[config.mk]
export PLATFORM = sky130hd
export DESIGN_NAME = plsim_top
export DESIGN_NICKNAME = d
export VERILOG_FILES = /design/src/hw/plsim_pkg.sv /design/src/hw/plsim_top.sv
export VERILOG_INCLUDE_DIRS = /design/src /design/src/hw
export SDC_FILE = /design/constraint.sdc
export NUM_CORES = 1
export LEC_CHECK = 0
export ABC_CLOCK_PERIOD_IN_PS = 5900
export CORE_MARGIN = 2
export CORE_UTILIZATION = 70
export CTS_BUF_LIST = sky130_fd_sc_hd__clkbuf_2
export DETAILED_ROUTE_END_ITERATION = 8
export DONT_BUFFER_PORTS = 1
export PLACE_DENSITY = 0.89
export SETUP_SLACK_MARGIN = 0.4
export SLEW_MARGIN = 20
export SYNTH_ARGS = -nofsm -noshare
export SYNTH_HDL_FRONTEND = slang
export SYNTH_SLANG_ARGS = --single-unit
[constraint.sdc]
create_clock -name clk_sys -period 5.9 [get_ports clk_sys]
set_clock_uncertainty 0.15 [all_clocks]
set_input_delay 0 -clock clk_sys [delete_from_list [all_inputs] [get_ports clk_sys]]
set_output_delay 0 -clock clk_sys [all_outputs]
set_load 0.005 [all_outputs]
[src/hw/plsim_consts.svh]
// Offsets, field positions, reset values and masks for the link status
// and event interrupt block. Assumes byte addresses on a 32-bit bus.
`ifndef PLSIM_CONSTS_SVH
`define PLSIM_CONSTS_SVH

// Byte offsets of the registers
`define PLSIM_OFF_LINK_STAT   8'h18
`define PLSIM_OFF_EVT_EN      8'h1C
`define PLSIM_OFF_EVT_STAT    8'h20

// Reset values
`define PLSIM_RST_LINK_STAT   16'h0000
`define PLSIM_RST_EVT_EN      16'h0000
`define PLSIM_RST_EVT_STAT    16'h0000

// Writable bits of the enable register, reserved pair 7:6 held at zero
`define PLSIM_EVT_EN_WMASK    16'hFF3F
// Event bits that can ever be pending
`define PLSIM_EVT_LIVE_MASK   16'hFF3F

// Event bit positions
`define PLSIM_EV_WAKE         15
`define PLSIM_EV_ROLE_FAULT   14
`define PLSIM_EV_NP_RX        13
`define PLSIM_EV_NP_TX        12
`define PLSIM_EV_AN_FAULT     11
`define PLSIM_EV_AN_DONE      10
`define PLSIM_EV_FIFO_OVF     9
`define PLSIM_EV_REF_LOSS     8
`define PLSIM_EV_DOWNSHIFT    5
`define PLSIM_EV_POLARITY     4
`define PLSIM_EV_CROSSOVER    3
`define PLSIM_EV_DUPLEX       2
`define PLSIM_EV_SPEED        1
`define PLSIM_EV_LINK         0

`endif

[src/hw/plsim_pkg.sv]
// Types shared by the link status and event interrupt block.
// Assumes the consts header carries all numeric values.
package plsim_pkg;

  // Active media port encoding
  typedef enum logic [1:0] {
    PLSIM_MEDIA_TP,
    PLSIM_MEDIA_FIBER,
    PLSIM_MEDIA_MII2,
    PLSIM_MEDIA_SERIAL
  } plsim_media_t;

  // Resolved pause encoding
  typedef enum logic [1:0] {
    PLSIM_PAUSE_NONE,
    PLSIM_PAUSE_TX,
    PLSIM_PAUSE_RX,
    PLSIM_PAUSE_BOTH
  } plsim_pause_t;

  // Link speed encoding
  typedef enum logic [1:0] {
    PLSIM_SPD_10,
    PLSIM_SPD_100,
    PLSIM_SPD_1000,
    PLSIM_SPD_SPECIAL
  } plsim_speed_t;

  // Resolved link state, laid out as the low byte of the status register
  typedef struct packed {
    plsim_media_t active_media_port;
    plsim_pause_t pause_resolution;
    logic         duplex_state;
    logic         eee_resolved;
    plsim_speed_t link_speed;
  } plsim_link_t;

endpackage : plsim_pkg

[src/hw/plsim_top.sv]
// Link resolution status register and event interrupt enable logic,
// reached over an Avalon-MM slave with waitrequest.
// Assumes link state and event strobes come from logic on clk_sys.
//
// Our own choice: the Avalon-MM interface to the registers.
`timescale 1ns/1ps
`include "plsim_consts.svh"

module plsim_top #(
  parameter int EVT_W = 16              // Width of event registers
) (
  input  wire logic                clk_sys,           // System clock, 200 MHz
  input  wire logic                rst_n,             // Async reset, active low
  // Avalon-MM slave
  input  wire logic [7:0]          avs_address,       // Byte address
  input  wire logic                avs_read,          // Read request
  input  wire logic                avs_write,         // Write request
  input  wire logic [31:0]         avs_writedata,     // Write data
  input  wire logic [3:0]          avs_byteenable,    // Byte lanes
  output logic      [31:0]         avs_readdata,      // Read data, registered
  output logic                     avs_waitrequest,   // Stall
  // Link state from the resolution logic
  input  wire plsim_pkg::plsim_link_t link_state,     // Resolved link fields
  input  wire logic                link_up,           // Link is up
  // Event strobes, one bit per event position
  input  wire logic [EVT_W-1:0]    event_strobe,      // One-cycle event pulses
  // Management interrupt
  output logic                     mgmt_irq_pin       // Active high, registered
);

  // Address decode, shared by read and write paths
  function automatic logic addr_hit(input logic [7:0] a, input logic [7:0] off);
    addr_hit = (a[7:2] == off[7:2]);
  endfunction : addr_hit

  // Registers
  plsim_pkg::plsim_link_t link_stat_r;   // Low byte of link status
  logic                   link_up_r;     // Previous link level
  logic [EVT_W-1:0]       evt_en_r;      // Event enable register
  logic [EVT_W-1:0]       evt_en_nxt;    // Its next value
  logic [EVT_W-1:0]       evt_stat_r;    // Pending events, sticky
  logic [EVT_W-1:0]       evt_stat_nxt;  // Its next value
  logic [31:0]            rdata_r;       // Captured read data
  logic                   ack_r;         // Second cycle of an access
  logic                   irq_r;         // Registered interrupt level

  // Bus access phases
  wire                    req_any;       // Read or write pending
  wire                    acc_done;      // Edge where access completes
  wire                    wr_done;       // Completing write
  wire                    rd_done;       // Completing read
  wire                    sel_link;      // Status register selected
  wire                    sel_en;        // Enable register selected
  wire                    sel_evt;       // Event status selected
  wire [31:0]             rdata_nxt;     // Data to capture
  wire [EVT_W-1:0]        en_wdata;      // Byte-lane merged enable data
  wire [EVT_W-1:0]        evt_set;       // Events raised this cycle
  wire [EVT_W-1:0]        evt_clr;       // Events cleared by a read
  wire [EVT_W-1:0]        evt_derived;   // Events found from state changes
  wire [EVT_W-1:0]        live_mask;     // Bits that can ever be pending
  wire                    irq_nxt;       // Interrupt level next cycle

  // Each access stalls one cycle so read data comes from a flop
  assign req_any         = avs_read | avs_write;
  assign avs_waitrequest = req_any & ~ack_r;
  assign acc_done        = req_any & ack_r;
  assign wr_done         = acc_done & avs_write;
  assign rd_done         = acc_done & avs_read;

  // Register select
  assign sel_link = addr_hit(avs_address, `PLSIM_OFF_LINK_STAT);
  assign sel_en   = addr_hit(avs_address, `PLSIM_OFF_EVT_EN);
  assign sel_evt  = addr_hit(avs_address, `PLSIM_OFF_EVT_STAT);

  // Read mux; upper byte of status and unmapped addresses read zero
  assign rdata_nxt = sel_link ? {24'h0000_00, link_stat_r} :
                     sel_en   ? {16'h0000, evt_en_r} :
                     sel_evt  ? {16'h0000, evt_stat_r} :
                                32'h0000_0000;

  // Enable write honours byte lanes; reserved pair is forced to zero
  assign en_wdata[7:0]   = avs_byteenable[0] ? avs_writedata[7:0] : evt_en_r[7:0];
  assign en_wdata[15:8]  = avs_byteenable[1] ? avs_writedata[15:8] : evt_en_r[15:8];
  assign evt_en_nxt = (wr_done & sel_en) ?
                      (en_wdata & `PLSIM_EVT_EN_WMASK) : evt_en_r;

  // Changes of duplex, speed and link level raise their own events
  assign evt_derived[`PLSIM_EV_DUPLEX] =
         link_state.duplex_state != link_stat_r.duplex_state;
  assign evt_derived[`PLSIM_EV_SPEED]  =
         link_state.link_speed != link_stat_r.link_speed;
  assign evt_derived[`PLSIM_EV_LINK]   = link_up != link_up_r;
  assign evt_derived[EVT_W-1:3]        = '0;

  // Externally detected events plus derived changes
  assign live_mask = `PLSIM_EVT_LIVE_MASK;
  assign evt_set   = (event_strobe | evt_derived) & live_mask;

  // A read clears only what it reported, so a later event survives
  assign evt_clr = (rd_done & sel_evt) ? rdata_r[EVT_W-1:0] : '0;

  // Sticky event bits, set wins over clear
  genvar gi;
  generate
    for (gi = 0; gi < EVT_W; gi++) begin : g_evt
      assign evt_stat_nxt[gi] = evt_set[gi] |
                                (evt_stat_r[gi] & ~evt_clr[gi]);
    end
  endgenerate

  // Interrupt follows pending events gated by enables
  assign irq_nxt      = |(evt_stat_nxt & evt_en_nxt);
  assign mgmt_irq_pin = irq_r;
  assign avs_readdata = rdata_r;

  // Status tracks the resolution logic every cycle
  always_ff @(posedge clk_sys or negedge rst_n) begin
    if (!rst_n) begin
      // Only the low byte is stored; the reserved upper byte is never held
      link_stat_r <= plsim_pkg::plsim_link_t'(8'(`PLSIM_RST_LINK_STAT));
      link_up_r   <= 1'b0;
    end else begin
      link_stat_r <= link_state;
      link_up_r   <= link_up;
    end
  end

  // Enable and event registers
  always_ff @(posedge clk_sys or negedge rst_n) begin
    if (!rst_n) begin
      evt_en_r   <= `PLSIM_RST_EVT_EN;
      evt_stat_r <= `PLSIM_RST_EVT_STAT;
      irq_r      <= 1'b0;
    end else begin
      evt_en_r   <= evt_en_nxt;
      evt_stat_r <= evt_stat_nxt;
      irq_r      <= irq_nxt;
    end
  end

  // Bus phase; read data captured in the stall cycle
  always_ff @(posedge clk_sys or negedge rst_n) begin
    if (!rst_n) begin
      ack_r   <= 1'b0;
      rdata_r <= 32'h0000_0000;
    end else begin
      ack_r   <= req_any & ~ack_r;
      if (req_any & ~ack_r) begin
        rdata_r <= rdata_nxt;
      end
    end
  end

endmodule : plsim_top

== Word level (Yosys, flattened, before mapping) ==
Index checks and enable logic that the tools add are counted.
W data, S select, Z words.

* Input port bits: 73
* Word-level logic and storage cells: 81
* Register bits after elaboration: 75
* Output and inout port bits: 34

* Muxes and demuxes: 7
* Reductions and logical operators: 1
* Eq/ne operators: 6
* Bitwise gates (word level): 56

{| class="wikitable"
|+ Operator list
! kind !! number
|-
| $mux W16 || 5
|-
| $and A1 B1 Y1 || 22
|-
| $not A1 Y1 || 17
|-
| $and A16 B16 Y16 || 1
|-
| $or A16 B3 Y16 || 1
|-
| $reduce_or A16 Y1 || 1
|-
| $or A1 B1 Y1 || 15
|-
| $eq A6 B3 Y1 const B || 2
|-
| $mux W8 || 1
|-
| $eq A6 B4 Y1 const B || 1
|-
| $mux W6 || 1
|-
| $ne A1 B1 Y1 || 2
|-
| $ne A2 B2 Y1 || 1
|}

== Depth between registers and ports, before layout ==
* Word-level depth: 10
* Mapped depth: 7
* Mapped depth without buffers: 5

== Worst setup path after synthesis ==
No wires, ideal clock.

* Kind: input -> register
* Start: input port avs_address[5]
* End: register irq_r (netlist: mgmt_irq_pin)
* Path slack: 3.691 ns
* Data required time: 5.611 ns
* Arrival time: 1.920 ns
* Setup time: 0.139 ns
* Stages: 6
* Path buffers: 1
* Cells stage by stage: or4b_1 -> clkbuf_1 -> nor3_1 -> mux2i_1 -> o221ai_1 -> or4_1

* Word-level cells in the longest chain between the ends: 8
* Elaborated cells on any way between the ends: 54
* Those cells by class: eq/ne (2); mux (2); bitwise (49); reduce/logical (1)

{| class="wikitable"
|+ RTL lines
! what !! line !! text
|-
| from (decl) || plsim_top.sv:15 || <nowiki>input wire logic [7:0] avs_address,</nowiki>
|-
| $eq A6 B4 Y1 || plsim_top.sv:33 || <nowiki>addr_hit = (a[7:2] == off[7:2]);</nowiki>
|-
| $and A1 B1 Y1 || plsim_top.sv:100 || <nowiki>assign evt_clr = (rd_done & sel_evt) ? rdata_r[EVT_W-1:0] : '0;</nowiki>
|-
| $mux W16 || plsim_top.sv:100 ||
|-
| $not A1 Y1 || plsim_top.sv:107 || <nowiki>(evt_stat_r[gi] & ~evt_clr[gi]);</nowiki>
|-
| $and A1 B1 Y1 || plsim_top.sv:107 ||
|-
| $or A1 B1 Y1 || plsim_top.sv:106 || <nowiki>assign evt_stat_nxt[gi] = evt_set[gi] |</nowiki>
|-
| $and A16 B16 Y16 * || plsim_top.sv:112 || <nowiki>assign irq_nxt = |(evt_stat_nxt & evt_en_nxt);</nowiki>
|-
| $reduce_or A16 Y1 * || plsim_top.sv:112 ||
|-
| named net irq_nxt || plsim_top.sv:61 || <nowiki>wire irq_nxt;</nowiki>
|-
| to (signal assigned) || plsim_top.sv:137 || <nowiki>irq_r <= irq_nxt;</nowiki>
|-
| to (decl) || plsim_top.sv:45 || <nowiki>logic irq_r;</nowiki>
|}

Mark *: on every way through the listed nets, which the timed path passes. The rest lies on a longest branch.
A chain may end at the register's enable or synchronous reset.

== Final worst setup path ==
* Start: input port avs_address[3]
* End: register rdata_r[1] (netlist: avs_readdata[1])

* Word-level cells in the longest chain between the ends: 4
* Elaborated cells on any way between the ends: 6
* Those cells by class: eq/ne (3); mux (3)

{| class="wikitable"
|+ RTL lines
! what !! line !! text
|-
| $eq A6 B4 Y1 || plsim_top.sv:33 ||
|-
| $mux W16 || plsim_top.sv:78 || <nowiki>sel_evt ? {16'h0000, evt_stat_r} :</nowiki>
|-
| $mux W16 || plsim_top.sv:77 || <nowiki>sel_en ? {16'h0000, evt_en_r} :</nowiki>
|-
| $mux W16 * || plsim_top.sv:76 || <nowiki>assign rdata_nxt = sel_link ? {24'h0000_00, link_stat_r} :</nowiki>
|-
| to (signal assigned) || plsim_top.sv:149 || <nowiki>rdata_r <= rdata_nxt;</nowiki>
|-
| to (decl) || plsim_top.sv:43 || <nowiki>logic [31:0] rdata_r;</nowiki>
|}

Every way passes the cells marked *; elsewhere a longest branch is shown, timed or not.

==> summary.txt <==
Yosys
  • Register bit count reported by yosys: 59
  • Sequential cell area fraction in the yosys report: 0.5139
  • Post-Synth Adder-Cell Area: 0
  • Dominant combinational cell family by area after synthesis: compound AO/OA/AOI/OAI gates
  • Complex-gate fraction of the synthesized area: 0.2017
  • Post-Syn Instances: 266
  • Mux cell area share after synthesis: 0.04530
  • Synthesized-area fraction occupied by xor and xnor cells: 0.01220
  • Post-Synth Simple-Gate Area: 0.1224
  • Count of different cell masters after synthesis: 39
  • Synthesized area divided by synthesized cell count: 10.80 µm²
  • Netlist area before placement: 0.002873 mm²
  • Warnings from Yosys: 0

Detailed routing
  • Post-DR vias/cell: 7.569
  • Routed via count: 3073
  • Initial drt markers: 857
  • DRC violation count after routing: 129
  • Detailed-router iteration count before antenna repair: 9
  • DR WL/cell: 30.03 µm
  • Total detailed-routing wirelength: 12190 µm
  • Remaining number of nets flagged by the antenna check after routing: 0

Final layout
  • Number of antenna cells inserted: 0
  • Post-synthesis to final-layout area growth: 32.23%
  • Sequential cell area: 0.001476 mm²
  • Final instance count without filler cells: 406
  • Final design utilization: 0.9565
  • Filler instances: 83
  • Proportion of layout cells with a drive suffix above 1: 0.1208
  • Area taken by multi-input logic gates: 0.001160 mm²
  • Total number of nets in the final design: 424

Placed design
  • Placed instance count: 303
  • Detailed placement HPWL: 4299 µm
  • Port Buffer Count: 0
  • GPL Wtd Cong: 0.8211

Outcome
  • Run status: complete, but fails checks
  • Violated checks: design-rule violations

Timing
  • Slew at the pin with the worst max-slew slack: 1.177 ns
  • Setup Total Neg Slack: 0 ns
  • Hold violation total from the final report: 0
  • Highest clock frequency the design can meet: 0.3028 GHz
  • Count of endpoints failing setup in the final report: 0
  • Setup repair after global routing missed its margin: no
  • Worst slew margin: 0.2136
  • Final slew viol count: 0
  • Share of the clock period used by the worst path: 0.5598
  • Period minus WS final: 3.303 ns

Power and ir drop
  • Total power draw: 856.2 µW
  • Pwr dens: 225.4 mW/mm²
  • Static Leakage: 1.650 nW
  • Peak supply drop: 0.1940 mV

Global routing
  • Largest net degree at the start of global routing: 60
  • Initial antenna violation count: 0
  • Combined global-route utilization of all metal layers: 0.5312
  • Vias in the first global route: 3085
  • Overflow left after global routing: 0
  • Wire length of the first global-routing pass: 16890 µm

Clock network
  • Maximum number of buffers from clock root to sink: 2
  • H-tree Lvls: 3
  • CTS tree: built
  • Later-pin clock latency in the skew report: 0.55 ns
  • Buffers inserted during post-CTS setup optimization: 0
  • Inserted Clock Buffers: 9
  • Number of clock sinks: 59
  • Clk pin slew, worst setup/hold paths: 0.17 ns
  • Cell chosen for the clock root: clkbuf_2

Worst hold path
  • HP Start: event_strobe[10]
  • Hold Path Class: input port to flip-flop

Floorplanning
  • Number of placement rows: 23
  • Die extent in x: 68.06 µm
  • Die Area: 0.004632 mm²
  • Placeable core area: 0.003971 mm²
  • Starting Density: 0.7234
  • Number of placed I/O pins: 107
  • Vertical extent of the die: 68.06 µm

Critical path
  • Slowest cell on crit path: or4b_1
  • Chain of cells forming the critical path: or4b_1 > nor3_1 > dlygate4sd3_1 > buf_4 > a211oi_1 > dlygate4sd3_1 > a21oi_1 > dlygate4sd3_1
  • Biggest cell delay along the critical path: 0.90 ns
  • Most frequent CP cell: dlygate4sd3_1
  • Start-to-end type of the worst setup path: input port to flip-flop
  • Worst r2r src: ack_r
  • Type of destination of the critical path: flip-flop
  • Crit path launch: avs_address[3]
  • Critical path data required time: 6.22 ns
  • Startpoint class of the critical path: input port
  • Max FO, Critical Path: 17
  • Worst endpoint data arrival time: 3.62 ns

Flow run
  • Max cap viols: 0
==> placed cells by master (no fill, tap or decap), types with 3 or more instances in the layout <==
cell           Yosys  layout
dfrtp_1           59      59
or2_2              9       9
o31a_1             7       7
mux2i_1           13      13
o31ai_1            9       9
inv_1             27      27
o31a_2            10      10
a221oi_1           8       8
o2111ai_1          3       3
nor3_1             3       3
a21oi_1           16      16
xor2_1             4       4
nand4_1            9       9
conb_1             1      16
a2bb2o_1           8       8
nor2_1            11      11
a211oi_1           8       8
clkbuf_2           0      12
nand2_1           12      12
dlygate4sd3_1      0      85
==> per-layer routing <==
metal | part of all wire | track usage
met1 | 0.31 | 0.6159
met2 | 0.43 | 0.7864
met3 | 0.15 | 0.2089
met4 | 0.11 | 0.4100
met5 | 0 | 0
==> cells in the mapped netlist, drive strengths merged <==
master | instances | area share
or4 | 1 | 0.0026
dfrtp | 59 | 0.51
o21bai | 1 | 0.0026
a21oi | 16 | 0.028
o2bb2ai | 1 | 0.0030
nor4 | 1 | 0.0074
inv | 27 | 0.035
conb | 1 | 0.0013
nand4 | 9 | 0.020
clkbuf | 6 | 0.0078
o31a | 17 | 0.056
xor2 | 4 | 0.012
nand4bb | 1 | 0.0039
mux2i | 13 | 0.045
a221oi | 8 | 0.024
o2111ai | 3 | 0.0091
and2 | 2 | 0.0048
a32oi | 1 | 0.0030
or4b | 2 | 0.0070
nand2 | 12 | 0.016
a2bb2o | 8 | 0.028
nand3 | 2 | 0.0035
nor3 | 5 | 0.012
and3 | 2 | 0.0044
buf | 24 | 0.060
or2 | 9 | 0.020
or3 | 1 | 0.0022
o31ai | 9 | 0.024
nor2 | 11 | 0.014
nor4b | 1 | 0.0052
o221ai | 1 | 0.0030
a211oi | 8 | 0.021
==> worst paths after layout <==
check | to | cells past startpoint | slack, ns
setup / recovery | avs_readdata[1] | 8 | 2.60
hold / removal | evt_stat_r[10] | 2 | 0.002
setup reg to reg | mgmt_irq_pin | 5 | 2.63
hold reg to reg | avs_readdata[15] | 2 | 0.45
max in group asynchronous | evt_stat_r[2] | 4 | 4.85
min in group asynchronous | evt_en_r[13] | 4 | 0.47
==> kinds of logic (layout without fill, tap and decap cells) <==
| kind of cell | after synthesis | in the layout |
|---|---|---|
| buffers and inverters | 57 | 132 |
| other | 1 | 16 |
| AND/OR/NAND/NOR | 59 | 59 |
| flip-flops | 59 | 59 |
| AO/OA/AOI/OAI | 73 | 73 |
| XOR/XNOR | 4 | 4 |
| multiplexers | 13 | 13 |
==> through the flow <==
step / area [µm²] / hold slack (ns) / setup WS (ns)
after detailed placement: 2815 / -0.4449 / 2.992
after global placement: 2815 / -0.4448 / 3.002
after CTS: 3779 / 0.004279 / 2.956
final: 3799 / 0.002098 / 2.597
after floorplan: 2929 / -0.4456 / 3.691
after global routing: 3799 / 0.0006462 / 2.566
==> report_power, final <==
group          internal [mW]  switching, mW
clock                 0.0568          0.169
combinational         0.0697         0.0967
sequential             0.435         0.0286
==> critical path, delay by kind of cell <==
kind            cells  cell delay (ns)
compound gates      2             0.26
simple gates        2             1.22
buf+inv             4             2.13
==> area by class of cell <==
cell class | instances | share of cell area
clock buffer | 12 | 0.01581
clock inverter | 4 | 0.004611
inverter | 27 | 0.02668
multi-input combinational | 165 | 0.3053
sequential | 59 | 0.3887
tap | 50 | 0.01647
timing repair buffer | 89 | 0.2424
==> state kept, by name (all words and copies together) (netlist names) <==
name / count
avs_readdata: 16
evt_en_r: 16
evt_stat_r: 16
link_stat_r: 8
ack_r: 1
link_up_r: 1
mgmt_irq_pin: 1
==> repair_timing <==
action / 4_1_cts / 5_1_grt
resized for setup: 0 / 0
endpoints found under the hold margin: 116 / 2
hold buffers: 85 / 2
No activity file was read; power rests on OpenSTA's default activity.
